## src/wdcfg_cfg.svh

```systemverilog
// Constants for the watchdog configuration word block
`ifndef WDCFG_CFG_SVH
`define WDCFG_CFG_SVH
`define WDCFG_WORD_ADDR     4'h0
`define WDCFG_CTRL_ADDR     4'h1
`define WDCFG_STAT_ADDR     4'h2
`define WDCFG_WORD_RESET    24'hffffff
`define WDCFG_UNIMPL_MASK   24'hff9400
`define WDCFG_POS_PS        0
`define WDCFG_POS_PSA       4
`define WDCFG_POS_EN        5
`define WDCFG_POS_WINOFF    7
`define WDCFG_POS_WIN       8
`define WDCFG_POS_CMX       11
`define WDCFG_POS_CLK       13
`define WDCFG_PRE_SHORT     8'h20
`define WDCFG_PRE_LONG      8'h80
`define WDCFG_PRE_SHIFT_SHORT 3'h5
`define WDCFG_PRE_SHIFT_LONG  3'h7
`endif

```

## src/wdcfg_pkg.sv

```systemverilog
// Types for the watchdog configuration word block
`default_nettype none
package wdcfg_pkg;
  typedef enum logic [3:0] {
    SRC_LOWRC  = 4'h1,
    SRC_FASTRC = 4'h2,
    SRC_SECOSC = 4'h4,
    SRC_PER    = 4'h8
  } wdcfg_src_type;
  typedef struct packed {
    logic [1:0] clkSel;
    logic       muxEn;
    logic [1:0] winWidth;
    logic       window_mode_disable;
    logic [1:0] enMode;
    logic       preSel;
    logic [3:0] postSel;
  } wdcfg_fields_type;
  typedef struct packed {
    logic       sysClkIsLowRc;
    logic       sleeping;
  } wdcfg_sys_type;
endpackage : wdcfg_pkg
`default_nettype wire

```

## src/wdcfg_top.sv

```systemverilog
// Watchdog configuration word, clock select and windowed watchdog timer
// ============================================================
// Summary of operation
// RULE_01 - Select 11 with mux: low-power RC always
// RULE_02 - Select 10: fast RC if windowed, awake; the code also requires sysClkIsLowRc low, else low-power RC
// RULE_03 - Select 01: secondary oscillator always
// RULE_04 - Select 00: peripheral clock unless asleep or slow
// RULE_05 - Mux bit 0 forces low-power RC
// RULE_06 - Window width 25/37.5/50/75 percent of period
// RULE_07 - Window disable bit 1 turns windowing off
// RULE_08 - Enable 10: software bit decides running
// RULE_09 - Enable 01: run awake only, ignore software
// RULE_10 - Enable 11 always on, 00 all off
// RULE_11 - Prescaler divides by 128 or 32
// RULE_12 - Unimplemented word bits read as one
// RULE_13 - Fields read, reset to one, program once
// RULE_14 - Postscaler 2^n further divides the timeout
// RULE_15 - Early clear in windowed mode is a fault
//
// The plain strobed port and the placing of the registers were left to the implementer.
`include "wdcfg_cfg.svh"
`default_nettype none
module wdcfg_top #(
  parameter int POST_MAX = 15
) (
  input  wire logic        clk,
  input  wire logic        reset_n,
  input  wire logic [3:0]  regAddr,
  input  wire logic [23:0] regWdata,
  input  wire logic        regWrite,
  input  wire logic        regRead,
  output var  logic [23:0] regRdata,
  input  wire logic        sysClkIsLowRc,
  input  wire logic        sleeping,
  input  wire logic        wdClear,
  output var  logic [3:0]  wdSrc,
  output var  logic        wdRunning,
  output var  logic        wdTimeout,
  output var  logic        wdEarlyFault
);
  // ============================================================
  // Reset release and input synchronisers
  logic rstMeta_q, rstSync_q;
  always_ff @(posedge clk or negedge reset_n) begin
    if (!reset_n) begin
      rstMeta_q <= 1'b0;
      rstSync_q <= 1'b0;
    end else begin
      rstMeta_q <= 1'b1;
      rstSync_q <= rstMeta_q;
    end
  end
  wire rstN = rstSync_q;

  wdcfg_pkg::wdcfg_sys_type sysMeta_q, sys_q;
  always_ff @(posedge clk or negedge rstN) begin
    if (!rstN) begin
      sysMeta_q <= '0;
      sys_q     <= '0;
    end else begin
      sysMeta_q <= '{sysClkIsLowRc: sysClkIsLowRc, sleeping: sleeping};
      sys_q     <= sysMeta_q;
    end
  end

  // ============================================================
  // Configuration word, programmed once as a whole word
  logic [23:0] word_q;
  logic        progDone_q;
  logic        swEn_q;
  wire wordWr = regWrite && (regAddr == `WDCFG_WORD_ADDR);
  wire ctrlWr = regWrite && (regAddr == `WDCFG_CTRL_ADDR);
  // Only the first write lands; later writes are ignored [RULE_13]
  wire [23:0] wordD = progDone_q ? word_q : (regWdata | `WDCFG_UNIMPL_MASK); // [RULE_12]
  always_ff @(posedge clk or negedge rstN) begin
    if (!rstN) begin
      word_q     <= `WDCFG_WORD_RESET; // [RULE_13]
      progDone_q <= 1'b0;
      swEn_q     <= 1'b0;
    end else begin
      if (wordWr) word_q <= wordD;
      if (wordWr) progDone_q <= 1'b1;
      if (ctrlWr) swEn_q <= regWdata[0];
    end
  end

  wdcfg_pkg::wdcfg_fields_type f;
  assign f.clkSel   = word_q[`WDCFG_POS_CLK +: 2];
  assign f.muxEn    = word_q[`WDCFG_POS_CMX];
  assign f.winWidth = word_q[`WDCFG_POS_WIN +: 2];
  assign f.window_mode_disable   = word_q[`WDCFG_POS_WINOFF];
  assign f.enMode   = word_q[`WDCFG_POS_EN +: 2];
  assign f.preSel   = word_q[`WDCFG_POS_PSA];
  assign f.postSel  = word_q[`WDCFG_POS_PS +: 4];

  // ============================================================
  // Clock source selection
  wire awakeFast = !sys_q.sysClkIsLowRc && !sys_q.sleeping;
  wdcfg_pkg::wdcfg_src_type srcD;
  always_comb begin
    srcD = wdcfg_pkg::SRC_LOWRC; // [RULE_05]
    if (f.muxEn) begin
      unique case (f.clkSel)
        2'h3: srcD = wdcfg_pkg::SRC_LOWRC; // [RULE_01]
        2'h2: srcD = (!f.window_mode_disable && awakeFast) ? wdcfg_pkg::SRC_FASTRC
                                              : wdcfg_pkg::SRC_LOWRC; // [RULE_02]
        2'h1: srcD = wdcfg_pkg::SRC_SECOSC; // [RULE_03]
        2'h0: srcD = awakeFast ? wdcfg_pkg::SRC_PER : wdcfg_pkg::SRC_LOWRC; // [RULE_04]
      endcase
    end
  end

  // ============================================================
  // Enable decode
  logic runD;
  always_comb begin
    unique case (f.enMode)
      2'h3: runD = 1'b1;            // [RULE_10]
      2'h2: runD = swEn_q;          // [RULE_08]
      2'h1: runD = !sys_q.sleeping; // [RULE_09]
      2'h0: runD = 1'b0;            // [RULE_10]
    endcase
  end

  // ============================================================
  // Timer: prescaler then 2^postN postscaler (postSel capped at POST_MAX), counted on clk ticks
  logic [7:0]  pre_q;
  logic [15:0] post_q;
  wire [7:0]  preLim  = f.preSel ? `WDCFG_PRE_LONG : `WDCFG_PRE_SHORT; // [RULE_11]
  wire [2:0]  preShift = f.preSel ? `WDCFG_PRE_SHIFT_LONG : `WDCFG_PRE_SHIFT_SHORT;
  wire        preTick = (pre_q == preLim - 8'h01);
  wire [3:0]  postN   = (f.postSel > POST_MAX[3:0]) ? POST_MAX[3:0] : f.postSel;
  wire [15:0] period  = 16'h0001 << postN; // [RULE_14]
  // Window edges are compared in clk ticks so that 37.5% stays exact
  wire [23:0] total   = 24'(period) << preShift;
  wire [23:0] elapsed = (24'(post_q) << preShift) | 24'(pre_q);
  // Window opens once the open fraction remains: 75% window opens at 1/4
  logic [23:0] openAt;
  always_comb begin
    unique case (f.winWidth)
      2'h3: openAt = total - (total >> 2);                // [RULE_06]
      2'h2: openAt = total - (total >> 2) - (total >> 3); // [RULE_06]
      2'h1: openAt = total >> 1;                          // [RULE_06]
      2'h0: openAt = total >> 2;                          // [RULE_06]
    endcase
  end
  wire windowed = !f.window_mode_disable; // [RULE_07]
  wire early    = wdClear && windowed && (elapsed < openAt); // [RULE_15]
  wire expire   = preTick && (post_q == period - 16'h0001);

  logic fault_q, tout_q;
  // A new word restarts the count, so old counts never overrun new limits
  always_ff @(posedge clk or negedge rstN) begin
    if (!rstN) begin
      pre_q   <= 8'h00;
      post_q  <= 16'h0000;
      fault_q <= 1'b0;
      tout_q  <= 1'b0;
    end else begin
      pre_q   <= (!runD || wdClear || wordWr || preTick) ? 8'h00 : pre_q + 8'h01;
      post_q  <= (!runD || wdClear || wordWr || expire) ? 16'h0000
               : (preTick ? post_q + 16'h0001 : post_q);
      fault_q <= runD && early;
      tout_q  <= runD && expire && !wdClear;
    end
  end

  // ============================================================
  // Register read and outputs
  wire [23:0] rdSel = (regAddr == `WDCFG_WORD_ADDR) ? word_q
                    : (regAddr == `WDCFG_CTRL_ADDR) ? {23'h000000, swEn_q}
                    : (regAddr == `WDCFG_STAT_ADDR) ? {18'h00000, progDone_q, runD, srcD}
                    : 24'h000000;
  always_ff @(posedge clk or negedge rstN) begin
    if (!rstN) begin
      regRdata     <= 24'h000000;
      wdSrc        <= wdcfg_pkg::SRC_LOWRC;
      wdRunning    <= 1'b0;
      wdTimeout    <= 1'b0;
      wdEarlyFault <= 1'b0;
    end else begin
      regRdata     <= regRead ? rdSel : 24'h000000;
      wdSrc        <= srcD;
      wdRunning    <= runD;
      wdTimeout    <= tout_q;
      wdEarlyFault <= fault_q;
    end
  end
endmodule : wdcfg_top
`default_nettype wire

```

## config.mk

```make
export PLATFORM = sky130hd
export DESIGN_NAME = wdcfg_top
export DESIGN_NICKNAME = d
export VERILOG_FILES = /design/src/wdcfg_pkg.sv /design/src/wdcfg_top.sv
export VERILOG_INCLUDE_DIRS = /design/src
export SDC_FILE = /design/constraint.sdc
export NUM_CORES = 1
export LEC_CHECK = 0
export BUFFER_PORTS_ARGS = -buffer_cell sky130_fd_sc_hd__buf_2
export CAP_MARGIN = 20
export CORE_MARGIN = 1
export CORE_UTILIZATION = 61
export CTS_CLUSTER_DIAMETER = 60
export DETAILED_ROUTE_END_ITERATION = 8
export PLACE_DENSITY = 0.82
export RECOVER_POWER = 25
export SLEW_MARGIN = 0
export SYNTH_ARGS = -nofsm -noshare
export SYNTH_HDL_FRONTEND = slang
export SYNTH_SLANG_ARGS = --single-unit
```

## constraint.sdc

```tcl
create_clock -name clk -period 2.35 [get_ports clk]
set_clock_uncertainty 0.05 [all_clocks]
set_input_delay 0.3525 -clock clk [delete_from_list [all_inputs] [get_ports clk]]
set_output_delay 0.3525 -clock clk [all_outputs]
set_load 0.1 [all_outputs]
```

Word level (Yosys, flattened, before mapping)
Cells that the tools add are included.
W data, S select, Z words.

cells by class
  reductions and logical operators = 25
  equality and inequality tests = 13
  shift operators = 3
  muxes and demuxes = 16
  order comparisons = 2
  bitwise operators = 2
  add/sub/neg operators = 6

operator list
  cell                     count
  $pmux W24 S4             1
  $mux W24                 2
  $shl A16 B3 Y24          2
  $mux W16                 2
  $lt A24 B24 Y1           1
  $or A24 B8 Y24           1
  $sub A24 B21 Y24         1
  $sub A24 B22 Y24         1
  $add A16 B1 Y16 const B  1
  $eq A16 B16 Y1           1
  $mux W8                  2
  $pmux W4 S4              1
  $shl A1 B4 Y16 const A   1
  $sub A16 B1 Y16 const B  1
  $eq A2 B2 Y1 const B     6
  $mux W4                  3
  $mux W6                  2
  $logic_and A1 B1 Y1      10
  $add A8 B1 Y8 const B    1
  $eq A8 B8 Y1             1
  $sub A8 B1 Y8 const B    1
  $eq A2 B1 Y1 const B     3
  $logic_not A2 Y1         3
  $logic_not A1 Y1         5
  10 further kinds         14

storage, ports and cells
  output and inout port bits = 31
  word-level logic and storage cells = 85
  register bits after elaboration = 78

Logic depth before layout (Yosys ltp)
  depth in word-level cells = 10
  mapped depth = 32
  depth with buffers taken out = 30

Worst setup path after synthesis
Ideal clock, no wire load.

  kind = register to register
  start point = register word_q[0]
  end point = register fault_q
  cell stages (with the launch flop) = 29
  path buffers = 2
  data arrival time = 5.685 ns
  path slack = -3.509 ns
  period minus slack after synthesis = 5.859 ns
  setup time = 0.124 ns
  required time = 2.176 ns
  cells stage by stage = dfstp_2 > buf_2 > inv_1 > buf_1 > nor3_2 > inv_2 > ha_1 > a21oi_1 > o21bai_1 > a21oi_1 > o21ai_2 > a21boi_0 > xnor2_1 > ha_1 > a21oi_1 > inv_1 > a31oi_1 > a21bo_2 > a21oi_1 > xor2_1 > a211o_1 > ha_1 > nand4_1 > or4_1 > a31oi_1 > o31ai_1 > a21oi_1 > nor3_1 > a211o_1

on the way
  longest elaborated chain between the ends = 10

RTL lines
  item                    line                                source
  from (decl)             wdcfg_top.sv:68                     logic [23:0] word_q;
  from (signal assigned)  wdcfg_top.sv:77                     word_q <= `WDCFG_WORD_RESET;
  from (signal assigned)  wdcfg_top.sv:81                     if (wordWr) word_q <= wordD;
  $gt A4 B4 Y1            wdcfg_top.sv:132                    wire [3:0] postN = (f.postSel > POST_MAX[3:0]) ? POST_MAX[3:0] : f.postSel;
  $mux W4 *               wdcfg_top.sv:132
  $shl A1 B4 Y16 *        wdcfg_top.sv:133                    wire [15:0] period = 16'h0001 << postN;
  $shl A16 B3 Y24 *       wdcfg_top.sv:135                    wire [23:0] total = 24'(period) << preShift;
  $sub A24 B22 Y24        wdcfg_top.sv:141, wdcfg_top.sv:142
  $sub A24 B21 Y24        wdcfg_top.sv:142                    2'h2: openAt = total - (total >> 2) - (total >> 3);
  $pmux W24 S4 *          wdcfg_top.sv:140                    unique case (f.winWidth)
  $lt A24 B24 Y1 *        wdcfg_top.sv:148                    wire early = wdClear && windowed && (elapsed < openAt);
  $logic_and A1 B1 Y1 *   wdcfg_top.sv:148
  $logic_and A1 B1 Y1 *   wdcfg_top.sv:163                    fault_q <= runD && early;
  to (signal assigned)    wdcfg_top.sv:163
  to (decl)               wdcfg_top.sv:151                    logic fault_q, tout_q;

Mark *: on every way between the ends. The rest lies on a longest branch, timed or not.
A chain may end at the register's enable or synchronous reset.

Final worst setup path
  start point = register word_q[4]
  end point = register fault_q

on the way
  longest elaborated chain between the ends = 8

RTL lines
  item                   line
  $mux W2 (no line) *    n/a
  $shl A16 B3 Y24        wdcfg_top.sv:135
  $sub A24 B22 Y24       wdcfg_top.sv:141, wdcfg_top.sv:142
  $sub A24 B21 Y24       wdcfg_top.sv:142
  $pmux W24 S4           wdcfg_top.sv:140
  $lt A24 B24 Y1 *       wdcfg_top.sv:148
  $logic_and A1 B1 Y1 *  wdcfg_top.sv:148
  $logic_and A1 B1 Y1 *  wdcfg_top.sv:163

Marked as above.

==> results_dict.tcl <==
set metrics [dict create \
    status "finished with violations" \
    failed_checks "DRC, setup timing" \
    crit_path_max_fanout 6 \
    fin_area_mm2 0.00945 \
    synth_area_mm2 0.00664 \
    drtAntennaViolNets 0 \
    syn_inst 812 \
    row_count 37 \
    drc 39 \
    postSynthAreaPerCell_um2 8.18 \
    ios 66 \
    clock_path_buffers 2 \
    crit_arrival_ps 6360 \
    finalSetupViolCount 18 \
    vdd_ir_drop_max_mv 1.70 \
    cts_buffers 9 \
    yosysSeqAreaShare 0.259 \
    yosysUniqueCellTypes 92 \
    die-area_mm2 0.0113 \
    clk_latency_ps 380 \
    die_w_um 106 \
    hpwl_um 17900 \
    antenna_found_initial 1 \
    drt-initial-drc-count 1534 \
    cts_sinks 68 \
    htreeDepth 3 \
    portBuffers 54 \
    p_total_w 0.0175 \
    hold_violations 0 \
    slew_violations 0 \
    finalWorstSetupSlack_ps -3790 \
    endpoint_kind "register" \
    cts-root-buf "clkbuf_8" \
    mostFrequentLayoutCell "buf_4" \
    nNetsFinal 1170 \
    clkTransAtPathRegs_ps 90 \
    p_leak_nw 4.52 \
    synth-main-ff-cell "dfrtp_1" \
    grt_pass1_wl_um 40700 \
    syn-num-nets 901 \
    dr.pass1.iters 9 \
    power.density_mw_per_mm2 1850 \
    worstMarginPinSlew_ps 891 \
    path_class "reg2reg" \
    synthArstFlopShare 1.00 \
    hold_class "in2reg" \
    die_y_um 106 \
    final.min_clock_period_ps 6140 \
    maxCapViolCount 0 \
    ys_ff_latch 68 \
    final_cell_mix "235 x buf_4, 82 x nor2_1, 61 x nand2_1" \
    wire_per_inst_um 25.3 \
    grt_max_degree 28 \
    grtUsageMet3 0.105 \
    placed_cell_area_mm2 0.00866 \
    area_growth_pct 42.3 \
    start_util 0.635 \
    viasPerCell 7.08 \
    rsz0062_at_grt "true" \
    met1_usage 0.526 \
    synth_warnings 0 \
    gp_congestion 0.973 \
    synth_edf_count 0 \
    top_usage_layer "met2" \
    grt_util_met2 0.777 \
    core_area_mm2 0.0105 \
    grt_pass1_vias 8086 \
    num_vias 8657 \
    grtUsageTotal 0.465 \
    start_kind "register" \
    fmax_mhz 163 \
    cp.required_ps 2570 \
    drive_gt1_frac 0.426 \
    period_share 2.61 \
    drt_wl_total_um 30900 \
    cts_tree "yes" \
    relSlewSlack 0.406 \
    diodes 0 \
    grt_overflow 0 \
]
## registers in the layout, summed over array words and instances, names as in the netlist
| name | cells |
|---|---|
| post_q | 16 |
| regRdata | 14 |
| word_q | 13 |
| pre_q | 8 |
| wdSrc | 4 |
| sysMeta_q | 2 |
| sys_q | 2 |
| fault_q | 1 |
| progDone_q | 1 |
| rstMeta_q | 1 |
| rstN | 1 |
| swEn_q | 1 |
| tout_q | 1 |
| wdEarlyFault | 1 |
| wdRunning | 1 |
| wdTimeout | 1 |
## synth_stat cells (6+ instances only)
cell,instances,share of area
mux2i_1,10,0.015
o21a_1,8,0.0090
dfrtp_1,54,0.20
or3_1,7,0.0066
inv_1,37,0.021
a21o_1,11,0.012
o21ai_0,49,0.037
buf_4,12,0.014
xnor2_1,35,0.046
and2_1,13,0.012
nor2_1,90,0.051
nand4_1,9,0.0085
a31oi_1,12,0.011
nand2_1,69,0.039
a21oi_1,50,0.038
o211ai_1,12,0.014
nor2b_1,8,0.0075
nor3_1,26,0.020
dfstp_2,14,0.055
mux2_2,21,0.036
ha_1,54,0.10
xor2_1,27,0.036
nand3_1,20,0.015
clkbuf_1,24,0.014
and3_1,9,0.0085
buf_1,6,0.0034
nand2b_1,9,0.0085
## routing by layer
metal | wire length, um | share of wire
met5 | 0 | 0
met1 | 9800 | 0.32
met4 | 3650 | 0.12
met2 | 13300 | 0.43
met3 | 4150 | 0.13
## repair_timing
item                                    CTS  global route
hold buffers                              1             0
pin swaps                                28            19
endpoints found under the hold margin     2             0
endpoints found under the setup margin   18            18
gates resized for setup                  49            46
buffers inserted                         19             3
cloned                                    1             0
## cell type report
type                    instances  area (um2)
clock buffers                   9         124
clock inverters                 7        82.6
fillers                       443        1010
inverters                      42         159
multi-input cells             654        4930
flip-flops and latches         68        1720
well taps                     136         170
repair buffers                306        2260
## final timing paths
| path | end | cells after the start | slack, ps | from |
|---|---|---|---|---|
| setup / recovery | fault_q | 27 | -3790 | word_q[4] |
| max in group asynchronous | pre_q[1] | 1 | 860 | rstN |
| setup reg to reg | fault_q | 27 | -3790 | word_q[4] |
| min in group asynchronous | rstMeta_q | 2 | 250 | reset_n |
| hold / removal | sysMeta_q[1] | 1 | 30 | sysClkIsLowRc |
| hold reg to reg | post_q[3] | 0 | 310 | rstN |
## power breakdown
| group | switching [W] | internal [W] |
|---|---|---|
| sequential | 0.000187 | 0.00134 |
| clock | 0.000558 | 0.000508 |
| combinational | 0.00793 | 0.00697 |
## cell families (layout without fill, tap and decap cells)
logic type      Yosys count  in the layout  synth area share
compound gates          209            209             0.214
other cells               1              1          0.000564
fa+ha+maj                54             54             0.102
xor+xnor                 63             63            0.0851
simple gates            294            294             0.221
flops                    68             68             0.259
buf+inv                  90            364            0.0606
mux                      33             33            0.0574
## metrics by stage
stage | TNS (ps) | setup WS (ps) | cells | hold WS (ps) | util
floorplan | -10220 | -3080 | 812 | 6.91 | -
global placement | -9180 | -3060 | 1183 | 87.2 | 0.827
detailed placement | -11060 | -3320 | 1183 | 89.4 | 0.827
CTS | -11870 | -3180 | 1220 | 43.6 | 0.889
global route | -13280 | -4030 | 1222 | 23.0 | 0.903
finish | -12980 | -3790 | 1222 | 30.2 | 0.903
## critical path: stages (launching register included)
cell and delay (ps):
dfstp_2 700, and3b_2 290, a21oi_2 50, nor3_2 260
inv_2 110, ha_4 300, buf_4 110, nand2_1 100
a221oi_4 260, nor2_2 100, o21ai_2 150, xor2_1 130
ha_1 260, a21oi_2 220, nand2_1 140, a311oi_2 330
nor3_1 140, xnor2_1 150, o21ai_0 220, o21ai_0 140
ha_1 320, nand4_1 140, or4_1 520, a31oi_1 190
o31ai_1 110, a21oi_1 180, nor3_1 100, a211o_1 250
Note: power is estimated with default switching activity, not from simulation.
